[src/include/lpsc_pkg.sv]
// Constants, code tables and state encoding for the LED pattern sequencer.
// Assumes a 50 MHz system clock and a register port driven by an I2C slave on that clock.
//
// Operation
// - Off-time code selects one shared off duration.
// - On-time code selects one shared on duration.
// - Pulse-count code gives one to four pulses.
// - Pause code sets gap between repeated pulses.
// - Per-source mask hides zero to three frames.
// - Run cleared without phase-out stops at once.
// - Run bit written one starts, zero stops.
// - Trigger bit picks run bit or pin; resets one.
// - Per-source start delay of zero to three frames.
// - Start delays latched only at pattern restart.
package lpsc_pkg;

  // ****************************************************************
  // Register map and field layout
  // ****************************************************************
  localparam logic [7:0] ADDR_TIMING = 8'h18;
  localparam logic [7:0] ADDR_PULSE = 8'h19;
  localparam logic [7:0] ADDR_SKIP = 8'h1A;
  localparam logic [7:0] ADDR_START = 8'h1B;
  localparam logic [7:0] ADDR_LAG = 8'h1C;
  localparam int OFF_MSB = 5;
  localparam int OFF_LSB = 3;
  localparam int ON_MSB = 2;
  localparam int ON_LSB = 0;
  localparam int PULSE_MSB = 7;
  localparam int PULSE_LSB = 6;
  localparam int GAP_MSB = 1;
  localparam int GAP_LSB = 0;
  localparam int PHASE_OUT_BIT = 2;
  localparam int RUN_BIT = 1;
  localparam int SRC_BIT = 0;
  localparam int ACTIVE_BIT = 3;
  localparam logic [7:0] TIMING_RESET = 8'h18;
  localparam logic [7:0] ZERO_RESET = 8'h00;
  localparam logic SRC_RESET = 1'b1;

  // ****************************************************************
  // Time base: all durations are counted in millisecond ticks
  // ****************************************************************
  localparam int CLOCK_HZ = 50000000;
  localparam int TICK_MS = 1;
  localparam int TICK_CYCLES = CLOCK_HZ / 1000 * TICK_MS;
  localparam int MSW = 14;
  typedef logic [MSW-1:0] lpsc_ms_t;

  // ****************************************************************
  // State encoding
  // ****************************************************************
  typedef enum logic [3:0] {
    ST_IDLE = 4'h1,
    ST_ON = 4'h2,
    ST_GAP = 4'h4,
    ST_OFF = 4'h8
  } lpsc_state_t;

  // Off time in milliseconds per code.
  function automatic lpsc_ms_t offMs(input logic [2:0] code);
    unique case (code)
      3'h0: offMs = 14'd80;
      3'h1: offMs = 14'd150;
      3'h2: offMs = 14'd280;
      3'h3: offMs = 14'd540;
      3'h4: offMs = 14'd1100;
      3'h5: offMs = 14'd2100;
      3'h6: offMs = 14'd4200;
      3'h7: offMs = 14'd8400;
    endcase
  endfunction : offMs

  // On time in milliseconds per code.
  function automatic lpsc_ms_t onMs(input logic [2:0] code);
    unique case (code)
      3'h0: onMs = 14'd40;
      3'h1: onMs = 14'd70;
      3'h2: onMs = 14'd140;
      3'h3: onMs = 14'd270;
      3'h4: onMs = 14'd530;
      3'h5: onMs = 14'd1100;
      3'h6: onMs = 14'd2100;
      3'h7: onMs = 14'd4200;
    endcase
  endfunction : onMs

  // Pause between pulses in milliseconds per code.
  function automatic lpsc_ms_t gapMs(input logic [1:0] code);
    unique case (code)
      2'h0: gapMs = 14'd0;
      2'h1: gapMs = 14'd150;
      2'h2: gapMs = 14'd280;
      2'h3: gapMs = 14'd540;
    endcase
  endfunction : gapMs

endpackage : lpsc_pkg

[src/hdl/lpsc_led_pattern_sequencer_ctrl.sv]
// Pattern sequencer for four LED current sources with its five control registers.
// Assumes an I2C slave on the same clock issues one-cycle register writes and reads.
module lpsc_led_pattern_sequencer_ctrl
  import lpsc_pkg::*;
#(
  parameter int TICK_CYCLES_P = TICK_CYCLES
)
(
  // Clock and reset
  input wire logic clock,
  input wire logic rst,
  // Register port from the I2C slave
  input wire logic regWrite,
  input wire logic regRead,
  input wire logic [7:0] regAddr,
  input wire logic [7:0] regWdata,
  output logic [7:0] regRdata,
  // Trigger pin from GPIO/audio input, asynchronous
  input wire logic gpioTrigger,
  // Current source enables
  output logic [3:0] ledOutput,
  output logic patternActive
);

  // ****************************************************************
  // Registers
  // ****************************************************************
  logic [7:0] timing_reg;
  logic [7:0] pulse_reg;
  logic [7:0] skip_reg;
  logic [7:0] lag_reg;
  logic phaseOut_reg;
  logic runBit_reg;
  logic startSrc_reg;
  logic [7:0] rdata_reg;
  logic [7:0] rdata_next;

  // Software writes; the run bit is write-only and only held internally.
  always_ff @(posedge clock)
  begin
    if (rst)
    begin
      timing_reg <= TIMING_RESET;
      pulse_reg <= ZERO_RESET;
      skip_reg <= ZERO_RESET;
      lag_reg <= ZERO_RESET;
      phaseOut_reg <= 1'b0;
      runBit_reg <= 1'b0;
      startSrc_reg <= SRC_RESET;
    end
    else if (regWrite)
    begin
      unique case (regAddr)
        ADDR_TIMING: timing_reg <= regWdata;
        ADDR_PULSE: pulse_reg <= regWdata;
        ADDR_SKIP: skip_reg <= regWdata;
        ADDR_LAG: lag_reg <= regWdata;
        ADDR_START:
        begin
          phaseOut_reg <= regWdata[PHASE_OUT_BIT];
          runBit_reg <= regWdata[RUN_BIT];
          startSrc_reg <= regWdata[SRC_BIT];
        end
        default:
        begin
        end
      endcase
    end
  end

  // Read data; reserved bits read zero and the run bit reads zero because it is write-only.
  always_comb
  begin
    rdata_next = 8'h00;
    unique case (regAddr)
      ADDR_TIMING: rdata_next = {2'b00, timing_reg[OFF_MSB:ON_LSB]};
      ADDR_PULSE: rdata_next = {pulse_reg[PULSE_MSB:PULSE_LSB], 4'h0, pulse_reg[GAP_MSB:GAP_LSB]};
      ADDR_SKIP: rdata_next = skip_reg;
      ADDR_LAG: rdata_next = lag_reg;
      ADDR_START:
      begin
        rdata_next[PHASE_OUT_BIT] = phaseOut_reg;
        rdata_next[SRC_BIT] = startSrc_reg;
        rdata_next[ACTIVE_BIT] = patternActive;
      end
      default: rdata_next = 8'h00;
    endcase
  end

  // Read data is captured on the read strobe and held until the next read.
  always_ff @(posedge clock)
  begin
    if (rst)
      rdata_reg <= 8'h00;
    else if (regRead)
      rdata_reg <= rdata_next;
  end
  assign regRdata = rdata_reg;

  // ****************************************************************
  // Trigger selection
  // ****************************************************************
  logic gpioMeta_reg;
  logic gpioSync_reg;
  logic runReq;

  // Two-stage synchroniser for the pin; only the second stage is used.
  always_ff @(posedge clock)
  begin
    if (rst)
    begin
      gpioMeta_reg <= 1'b0;
      gpioSync_reg <= 1'b0;
    end
    else
    begin
      gpioMeta_reg <= gpioTrigger;
      gpioSync_reg <= gpioMeta_reg;
    end
  end

  // The trigger source picks the software bit or the pin level.
  assign runReq = startSrc_reg ? gpioSync_reg : runBit_reg;

  // ****************************************************************
  // Millisecond tick and phase timer
  // ****************************************************************
  lpsc_state_t state_reg;
  lpsc_state_t state_next;
  logic [31:0] tickCnt_reg;
  logic tick;
  lpsc_ms_t msCnt_reg;
  lpsc_ms_t phaseTarget;
  logic phaseDone;
  logic phaseChange;

  // A finished on phase always restarts the timer, even when a zero pause keeps the state at on.
  assign phaseChange = (state_next != state_reg) || (state_reg == ST_ON && phaseDone);
  assign tick = (tickCnt_reg == 32'(TICK_CYCLES_P - 1));

  // The prescaler restarts with each phase so every phase gets its full length.
  always_ff @(posedge clock)
  begin
    if (rst || phaseChange || tick)
      tickCnt_reg <= 32'h0000_0000;
    else
      tickCnt_reg <= tickCnt_reg + 32'h0000_0001;
  end

  always_ff @(posedge clock)
  begin
    if (rst || phaseChange)
      msCnt_reg <= '0;
    else if (tick)
      msCnt_reg <= msCnt_reg + 14'd1;
  end

  // Durations are read live, so a code change affects the next phase boundary.
  always_comb
  begin
    phaseTarget = '0;
    unique case (state_reg)
      ST_ON: phaseTarget = onMs(timing_reg[ON_MSB:ON_LSB]);
      ST_GAP: phaseTarget = gapMs(pulse_reg[GAP_MSB:GAP_LSB]);
      ST_OFF: phaseTarget = offMs(timing_reg[OFF_MSB:OFF_LSB]);
      default: phaseTarget = '0;
    endcase
  end
  assign phaseDone = (msCnt_reg >= phaseTarget);

  // ****************************************************************
  // Frame sequencer
  // ****************************************************************
  logic [1:0] pulseIdx_reg;
  logic [2:0] frameCnt_reg;
  logic [7:0] lagLatch_reg;
  logic lastPulse;
  logic frameEnd;
  logic startNow;

  assign lastPulse = (pulseIdx_reg == pulse_reg[PULSE_MSB:PULSE_LSB]);
  assign frameEnd = (state_reg == ST_OFF) && phaseDone;
  assign startNow = (state_reg == ST_IDLE) && runReq;

  // On time, pauses and repeats, then off time; a zero pause goes straight to the next pulse.
  always_comb
  begin
    state_next = state_reg;
    unique case (state_reg)
      ST_IDLE:
        if (runReq)
          state_next = ST_ON;
      ST_ON:
        if (!runReq && !phaseOut_reg)
          state_next = ST_IDLE;
        else if (phaseDone && lastPulse)
          state_next = ST_OFF;
        else if (phaseDone && gapMs(pulse_reg[GAP_MSB:GAP_LSB]) == '0)
          state_next = ST_ON;
        else if (phaseDone)
          state_next = ST_GAP;
      ST_GAP:
        if (!runReq && !phaseOut_reg)
          state_next = ST_IDLE;
        else if (phaseDone)
          state_next = ST_ON;
      ST_OFF:
        if (!runReq && !phaseOut_reg)
          state_next = ST_IDLE;
        else if (phaseDone && !runReq)
          state_next = ST_IDLE;
        else if (phaseDone)
          state_next = ST_ON;
    endcase
  end

  always_ff @(posedge clock)
  begin
    if (rst)
      state_reg <= ST_IDLE;
    else
      state_reg <= state_next;
  end

  // Pulse index steps on each pulse end but the last and clears at the frame boundary.
  always_ff @(posedge clock)
  begin
    if (rst || state_reg == ST_IDLE || frameEnd)
      pulseIdx_reg <= 2'b00;
    else if (state_reg == ST_ON && phaseDone && !lastPulse)
      pulseIdx_reg <= pulseIdx_reg + 2'b01;
  end

  // Frames since start; saturates at seven, above the largest lag plus mask of six.
  always_ff @(posedge clock)
  begin
    if (rst || startNow)
      frameCnt_reg <= 3'b000;
    else if (frameEnd && frameCnt_reg != 3'b111)
      frameCnt_reg <= frameCnt_reg + 3'b001;
  end

  // Start lags are taken only when the pattern leaves idle, so edits wait for a restart.
  always_ff @(posedge clock)
  begin
    if (rst)
      lagLatch_reg <= ZERO_RESET;
    else if (startNow)
      lagLatch_reg <= lag_reg;
  end

  // ****************************************************************
  // Per-source output gating
  // ****************************************************************
  logic [3:0] ledOut_reg;
  logic active_reg;

  // Each source waits its lag, then its masked frames, before it may light.
  for (genvar i = 0; i < 4; i++)
  begin : gSrc
    logic [2:0] firstFrame;
    assign firstFrame = {1'b0, lagLatch_reg[2*i+1 -: 2]} + {1'b0, skip_reg[2*i+1 -: 2]};
    always_ff @(posedge clock)
    begin
      if (rst)
        ledOut_reg[i] <= 1'b0;
      else
        ledOut_reg[i] <= (state_reg == ST_ON) && (frameCnt_reg >= firstFrame);
    end
  end

  always_ff @(posedge clock)
  begin
    if (rst)
      active_reg <= 1'b0;
    else
      active_reg <= (state_reg != ST_IDLE);
  end

  assign ledOutput = ledOut_reg;
  assign patternActive = active_reg;

endmodule : lpsc_led_pattern_sequencer_ctrl

[config.mk]
export PLATFORM = sky130hd
export DESIGN_NAME = lpsc_led_pattern_sequencer_ctrl
export DESIGN_NICKNAME = d
export VERILOG_FILES = /design/src/include/lpsc_pkg.sv /design/src/hdl/lpsc_led_pattern_sequencer_ctrl.sv
export SDC_FILE = /design/constraint.sdc
export NUM_CORES = 1
export LEC_CHECK = 0
export BUFFER_PORTS_ARGS = -buffer_cell sky130_fd_sc_hd__buf_2
export CAP_MARGIN = 30
export CORE_MARGIN = 1.5
export CORE_UTILIZATION = 25
export DETAILED_ROUTE_END_ITERATION = 16
export GPL_TIMING_DRIVEN = 0
export MAX_ROUTING_LAYER = met4
export PLACE_DENSITY = 0.35
export SLEW_MARGIN = 20
export SYNTH_ARGS = -nofsm -noshare
export SYNTH_HDL_FRONTEND = slang
export SYNTH_SLANG_ARGS = --single-unit
[constraint.sdc]
create_clock -name clock -period 4.9 [get_ports clock]
set_clock_uncertainty 0.1 [all_clocks]
set_input_delay 0 -clock clock [delete_from_list [all_inputs] [get_ports clock]]
set_output_delay 0 -clock clock [all_outputs]
set_load 0.05 [all_outputs]
# Yosys cells after proc, flatten, opt, wreduce, memory -nomap -nowiden
# Memory sizes are Yosys's and may differ from the RTL's. A register that Yosys moved wholly into a read port is not among the register bits.
# Index checks and enable logic that the tools add are counted.
# word_totals
latch_bits,0
inputBits,21
n_memories,2
ff_bits,111
word_cells,106
output_inout_bits,13
mem_bits_ro,200
ram_bits,0
# mem_list
name,words,word_bits,rd,rd_clocked_by_memory_dff,write_ports,line,text
(name not given),8,13,1,1,0,lpsc_pkg.sv:62,unique case (code)
(name not given),8,12,1,1,0,lpsc_pkg.sv:76,unique case (code)
# classes
div,0
n_addsub,8
bitwise,0
mul,0
n_eq_ne,17
n_shift,0
magnitude_cmp,5
mux,24
reduce_logical,29
# ops
cell,n
$pmux 14 s4,1
$mux 14,3
$pmux 14 s3,1
$eq 8x5->1 const B,5
$mux 4,9
$add 32x1->32 const B,1
$eq 32x16->1 const B,1
$pmux 4 s4,2
$add 14x1->14 const B,1
$ge 14x14->1,1
$logic_not 14->1,1
$logic_and 1x1->1,13
$add 2x2->3,4
$ge 3x3->1,4
$mux 3,4
$reduce_and 2->1,5
$pmux 2 s4,1
$logic_or 1x1->1,6
$pmux 1 s5,1
$eq 2x2->1 const B,2
$eq 4x1->1 const B,1
$eq 4x2->1 const B,1
$eq 4x3->1 const B,1
$eq 4x4->1 const B,1
other kinds (11),13

# Logic depth before layout (Yosys ltp)
# depth
depth_word,18
mapped_depth,18
depth_no_buf,13

# Worst setup path before layout
# No wires, ideal clock.
# synth_timing
kind,reg-to-reg
from,register state_reg[1]
to,register tickCnt_reg[14]
path_stages_with_launch,17
setup_slack_ns,1.315
arrival_time_ns,3.412
setup_ns,0.073
t_required_ns,4.727
path_cell_list,dfxtp_1 -> buf_6 -> inv_1 -> nor4_1 -> clkbuf_1 -> a22oi_1 -> ha_1 -> a21oi_2 -> nand2_1 -> a211oi_2 -> and3_1 -> buf_6 -> a31oi_1 -> or4b_1 -> buf_6 -> buf_6 -> nor3_2
# synth_via
elab_chain_len,12
# synth_lines
element,line,text
"start, declared",lpsc_led_pattern_sequencer_ctrl.sv:128,lpsc_state_t state_reg;
"start signal, assigned",lpsc_led_pattern_sequencer_ctrl.sv:222,state_reg <= state_next;
"$eq 4x4->1, or another cell as far along","lpsc_led_pattern_sequencer_ctrl.sv:162, lpsc_led_pattern_sequencer_ctrl.sv:189",
$pmux 14 s3,lpsc_led_pattern_sequencer_ctrl.sv:162,unique case (state_reg)
$ge 14x14->1,lpsc_led_pattern_sequencer_ctrl.sv:169,assign phaseDone = (msCnt_reg >= phaseTarget);
$mux 4 / $logic_and 1x1->1 (equally long branches),"lpsc_led_pattern_sequencer_ctrl.sv:200, lpsc_led_pattern_sequencer_ctrl.sv:198",
$mux 4,lpsc_led_pattern_sequencer_ctrl.sv:198,else if (phaseDone && gapMs(pulse_reg[GAP_MSB:GAP_LSB]) == '0)
$mux 4,lpsc_led_pattern_sequencer_ctrl.sv:196,else if (phaseDone && lastPulse)
$mux 4,lpsc_led_pattern_sequencer_ctrl.sv:194,if (!runReq && !phaseOut_reg)
$pmux 4 s4,lpsc_led_pattern_sequencer_ctrl.sv:189,unique case (state_reg)
$ne 4x4->1,lpsc_led_pattern_sequencer_ctrl.sv:138,assign phaseChange = (state_next != state_reg) || (state_reg == ST_ON && phaseDone);
$logic_or 1x1->1 *,lpsc_led_pattern_sequencer_ctrl.sv:138,
$logic_or 1x1->1 * (2 in a row),lpsc_led_pattern_sequencer_ctrl.sv:144,if (rst || phaseChange || tick)
"end signal, assigned",lpsc_led_pattern_sequencer_ctrl.sv:147,tickCnt_reg <= tickCnt_reg + 32'h0000_0001;
"end, declared",lpsc_led_pattern_sequencer_ctrl.sv:130,logic [31:0] tickCnt_reg;
# Mark *: on every way between the ends. The rest lies on a longest branch, timed or not.
# A chain may end at the register's enable or synchronous reset.

# Worst setup path after layout
# layout_timing
from,register state_reg[2]
to,register tickCnt_reg[15]
# Same word-level chain as after synthesis.

==> results.py <==
metrics = {
    "min_path": {
        "hold_path.startpoint": "regAddr[2]",
        "hold_depth": 4,
        "hold-path-endpoint": "regRdata[2]",
        "timing.hold.worst.class": "input pin to flop",
    },
    "die": {
        "die-width_um": 162.8,
        "boundaryPins": 34,
        "num_rows": 58,
        "floorplan.initialDensity_pct": 25.42,
        "dieArea_sq_mm": 0.02650,
        "coreArea_sq_mm": 0.02511,
        "floorplan.die.height_um": 162.8,
    },
    "timing": {
        "clock.fmax_ghz": 0.2310,
        "timing.hold.ws_ns": 0.02535,
        "timing.final.crit_period_ns": 4.329,
        "setup-violations-final": 0,
        "timing.final.max_slew_violations": 0,
        "setup-tns-final_ns": 0,
        "post-route-period-util_pct": 88.34,
        "setup_repair_after_global_routing_missed_its_margin": "no",
        "timing.final.hold_violations": 0,
        "timing_worst_slew_pin_value_ns": 0.7541,
        "slew_headroom_pct": 49.26,
        "final_critical_path_setup_slack_ns": 0.5712,
    },
    "route": {
        "drcViolationCount": 0,
        "avgViaCountPerCell": 4.640,
        "wl_mm": 17.21,
        "drt-pass1-iter-count": 4,
        "detailedRoute.firstIterationViolations": 254,
        "antenna_left": 0,
        "wire_per_inst_um": 15.23,
        "dr_total_vias": 5243,
    },
    "setup_path": {
        "timing.critical_path.arrival_ns": 4.57,
        "timing.critical_path.buf_inv": 5,
        "critical-path-top-cell-by-count": "sky130_fd_sc_hd__buf_6",
        "worst_setup_path_end_kind": "flop",
        "timing_worst_setup_path_type": "flop to flop",
        "worstPathMaxFanout": 10,
        "reg2regPathDepth": 15,
        "cpMaxStageDelayCell": "sky130_fd_sc_hd__nor4_1",
        "critical_path.reg2reg.endpoint": "tickCnt_reg[15]",
        "worst_path_largest_cell_delay_ns": 0.69,
        "regToRegSetupSlack_ns": 0.57,
        "critical_path.top_delay_family": "simple AND/OR/NAND/NOR gates",
        "critical_path.cell_chain": "buf_2, nor4_1, clkbuf_1, a22oi_1, ha_1, a21oi_2, nand2_1, a211oi_2, and3_1, buf_6, a31oi_1, or4b_1, buf_6, buf_6, nor3_2",
        "timing.critical_path.required_ns": 5.14,
        "rr_startpoint": "state_reg[2]",
        "startpoint_type": "flop",
    },
    "power_and_ir_drop": {
        "power-per-cell-area_mw_per_mm2": 310.0,
        "cellLeakagePower_nw": 2.889,
        "internal_power_mw": 1.782,
        "sequentialPowerShare_pct": 45.8,
        "switching_share_pct": 24.62,
        "totalPowerFinal_mw": 2.364,
        "vdd_drop_max_mv": 0.1495,
        "combPwrFrac_pct": 4.1,
        "switching_power_uw": 581.8,
        "clock_power_share_pct": 50.0,
    },
    "logic_synthesis": {
        "synthesis.area_sq_mm": 0.006384,
        "synth.yosys.warnings": 0,
        "seq_total_area_yosys_pct": 41.40,
        "synth_cells": 724,
        "post_synthesis_register_bit_count": 132,
        "async_s_r_ff_share_synth_pct": 0,
        "ys_dominant_reg_cell": "sky130_fd_sc_hd__dfxtp_1",
        "yosys.cell_types.count": 60,
        "syn_nets": 788,
        "synth_enable_flop_cells": 0,
        "avg_inst_size_synth_sq_um": 8.817,
    },
    "cts": {
        "cts_sink_count": 132,
        "tritoncts_clock_tree": "built",
        "worst_setup_hold_path_clk_slew_ns": 0.06,
        "htreeDepth": 4,
        "clock-root-buffer": "sky130_fd_sc_hd__clkbuf_16",
        "cts_hold_repair.buffers": 13,
        "cts-resized-gates": 0,
        "max-clock-path-buffers": 2,
        "clock_latency_ns": 0.42,
        "post_cts.repair.setup_buffers": 0,
        "tritoncts.num_buffers": 17,
    },
    "finish": {
        "layout-drive-gt1-share_pct": 11.75,
        "areaGrowthSynthToFinish_pct": 19.46,
        "insertedDiodeCount": 0,
        "fin_nets": 851,
        "commonest_non_fill_non_tap_cell_in_the_layout": "sky130_fd_sc_hd__dfxtp_1",
        "final_cell_area_sq_mm": 0.007626,
        "layout_common_cells": "132 x sky130_fd_sc_hd__dfxtp_1, 87 x sky130_fd_sc_hd__nor2_1, 71 x sky130_fd_sc_hd__nand2_1",
    },
    "place": {
        "place_congestion": 0.8222,
        "place_worst_setup_slack_ns": 0.4802,
        "placed_cell_area_sq_mm": 0.006952,
        "place_hpwl_mm": 13.13,
        "port-buffer-count": 31,
    },
    "status": {
        "outcome": "complete, no violations",
    },
    "grt": {
        "first_pass_grt_wire_length_mm": 28.05,
        "antenna_found_initial": 0,
        "grt_pass1_vias": 5309,
        "largest_net_degree_at_the_start_of_global_routing": 17,
        "globalRouteTotalUtil_pct": 14.09,
        "gr-total-overflow": 0,
    },
    "job": {
        "max_cap_viol_count": 0,
    },
}
==> stage by stage <==
stage                     util (%)  std cells
after global placement       27.69       1085
final                        30.37       1130
after CTS                    30.37       1130
after floorplan                  -        724
after detailed placement     27.69       1085
after global routing         30.37       1130
==> cell families after synthesis <==
kind of cell | Yosys count | share of synthesized area, %
compound gates | 112 | 11.53
mux | 21 | 3.332
fa+ha+maj | 43 | 8.899
simple gates | 310 | 24.01
xor+xnor | 48 | 6.586
buf+inv | 58 | 4.253
flops | 132 | 41.40
==> layer usage <==
layer | track usage [%] | wire length [um]
met5 | - | 0
met4 | 3.962 | 218
met3 | 2.725 | 423
met2 | 22.98 | 8325
met1 | 17.68 | 8241
==> final cells by class <==
type	instances	area, sq um
Buffer	34	181.4
Clock buffer	19	442.9
Clock inverter	13	101.3
Fill cell	2736	17480
Inverter	24	90.09
Multi-Input combinational cell	534	3470
Sequential cell	132	2643
Tap cell	330	412.9
Timing Repair Buffer	44	285.3
==> Yosys cell counts, types with 12 or more instances <==
library cell / n / area share (%)
sky130_fd_sc_hd__a21oi_1: 42 / 3.3
sky130_fd_sc_hd__and3_1: 16 / 1.6
sky130_fd_sc_hd__ha_1: 39 / 7.6
sky130_fd_sc_hd__xnor2_1: 22 / 3.0
sky130_fd_sc_hd__xor2_1: 26 / 3.6
sky130_fd_sc_hd__nand2b_1: 12 / 1.2
sky130_fd_sc_hd__clkbuf_1: 20 / 1.2
sky130_fd_sc_hd__nor3_1: 27 / 2.1
sky130_fd_sc_hd__nand2_1: 71 / 4.2
sky130_fd_sc_hd__a22oi_1: 13 / 1.5
sky130_fd_sc_hd__nor2_1: 87 / 5.1
sky130_fd_sc_hd__inv_1: 23 / 1.4
sky130_fd_sc_hd__dfxtp_1: 132 / 41
sky130_fd_sc_hd__nand3_1: 39 / 3.1
sky130_fd_sc_hd__mux2i_1: 19 / 3.0
sky130_fd_sc_hd__nand4_1: 13 / 1.3
sky130_fd_sc_hd__o21ai_0: 20 / 1.6
==> power groups by stage <==
stage               combinational, mW  sequential (mW)  clock (mW)
detailed placement             0.0922             1.11           0
finish                         0.0980             1.08        1.18
floorplan                      0.0523             1.11           0
global route                    0.108             1.08        1.27
global placement               0.0913             1.11           0
CTS                             0.100             1.08        1.22
==> worst reg2reg max path, delay by kind of cell, from the launching register on <==
| family | cells | cell delay, ns |
|---|---|---|
| and+or+nand+nor | 5 | 1.70 |
| buffers and inverters | 5 | 1.10 |
| AOI/OAI and AO/OA | 4 | 0.68 |
| adders and majority gates | 1 | 0.35 |
| DFF | 1 | 0.33 |
==> how the worst max path moves through the flow <==
stage	start	endpoint	slack, ns	cells after the start
2_1_floorplan	state_reg[1]	tickCnt_reg[14]	1.32	16
3_3_place_gp	state_reg[2]	tickCnt_reg[15]	0.52	15
3_5_place_dp	state_reg[2]	tickCnt_reg[14]	0.48	15
4_1_cts	state_reg[2]	tickCnt_reg[14]	0.46	15
5_1_grt	state_reg[2]	tickCnt_reg[28]	0.21	15
6_report	state_reg[2]	tickCnt_reg[15]	0.57	15
Power figures use the tool's default switching activity.
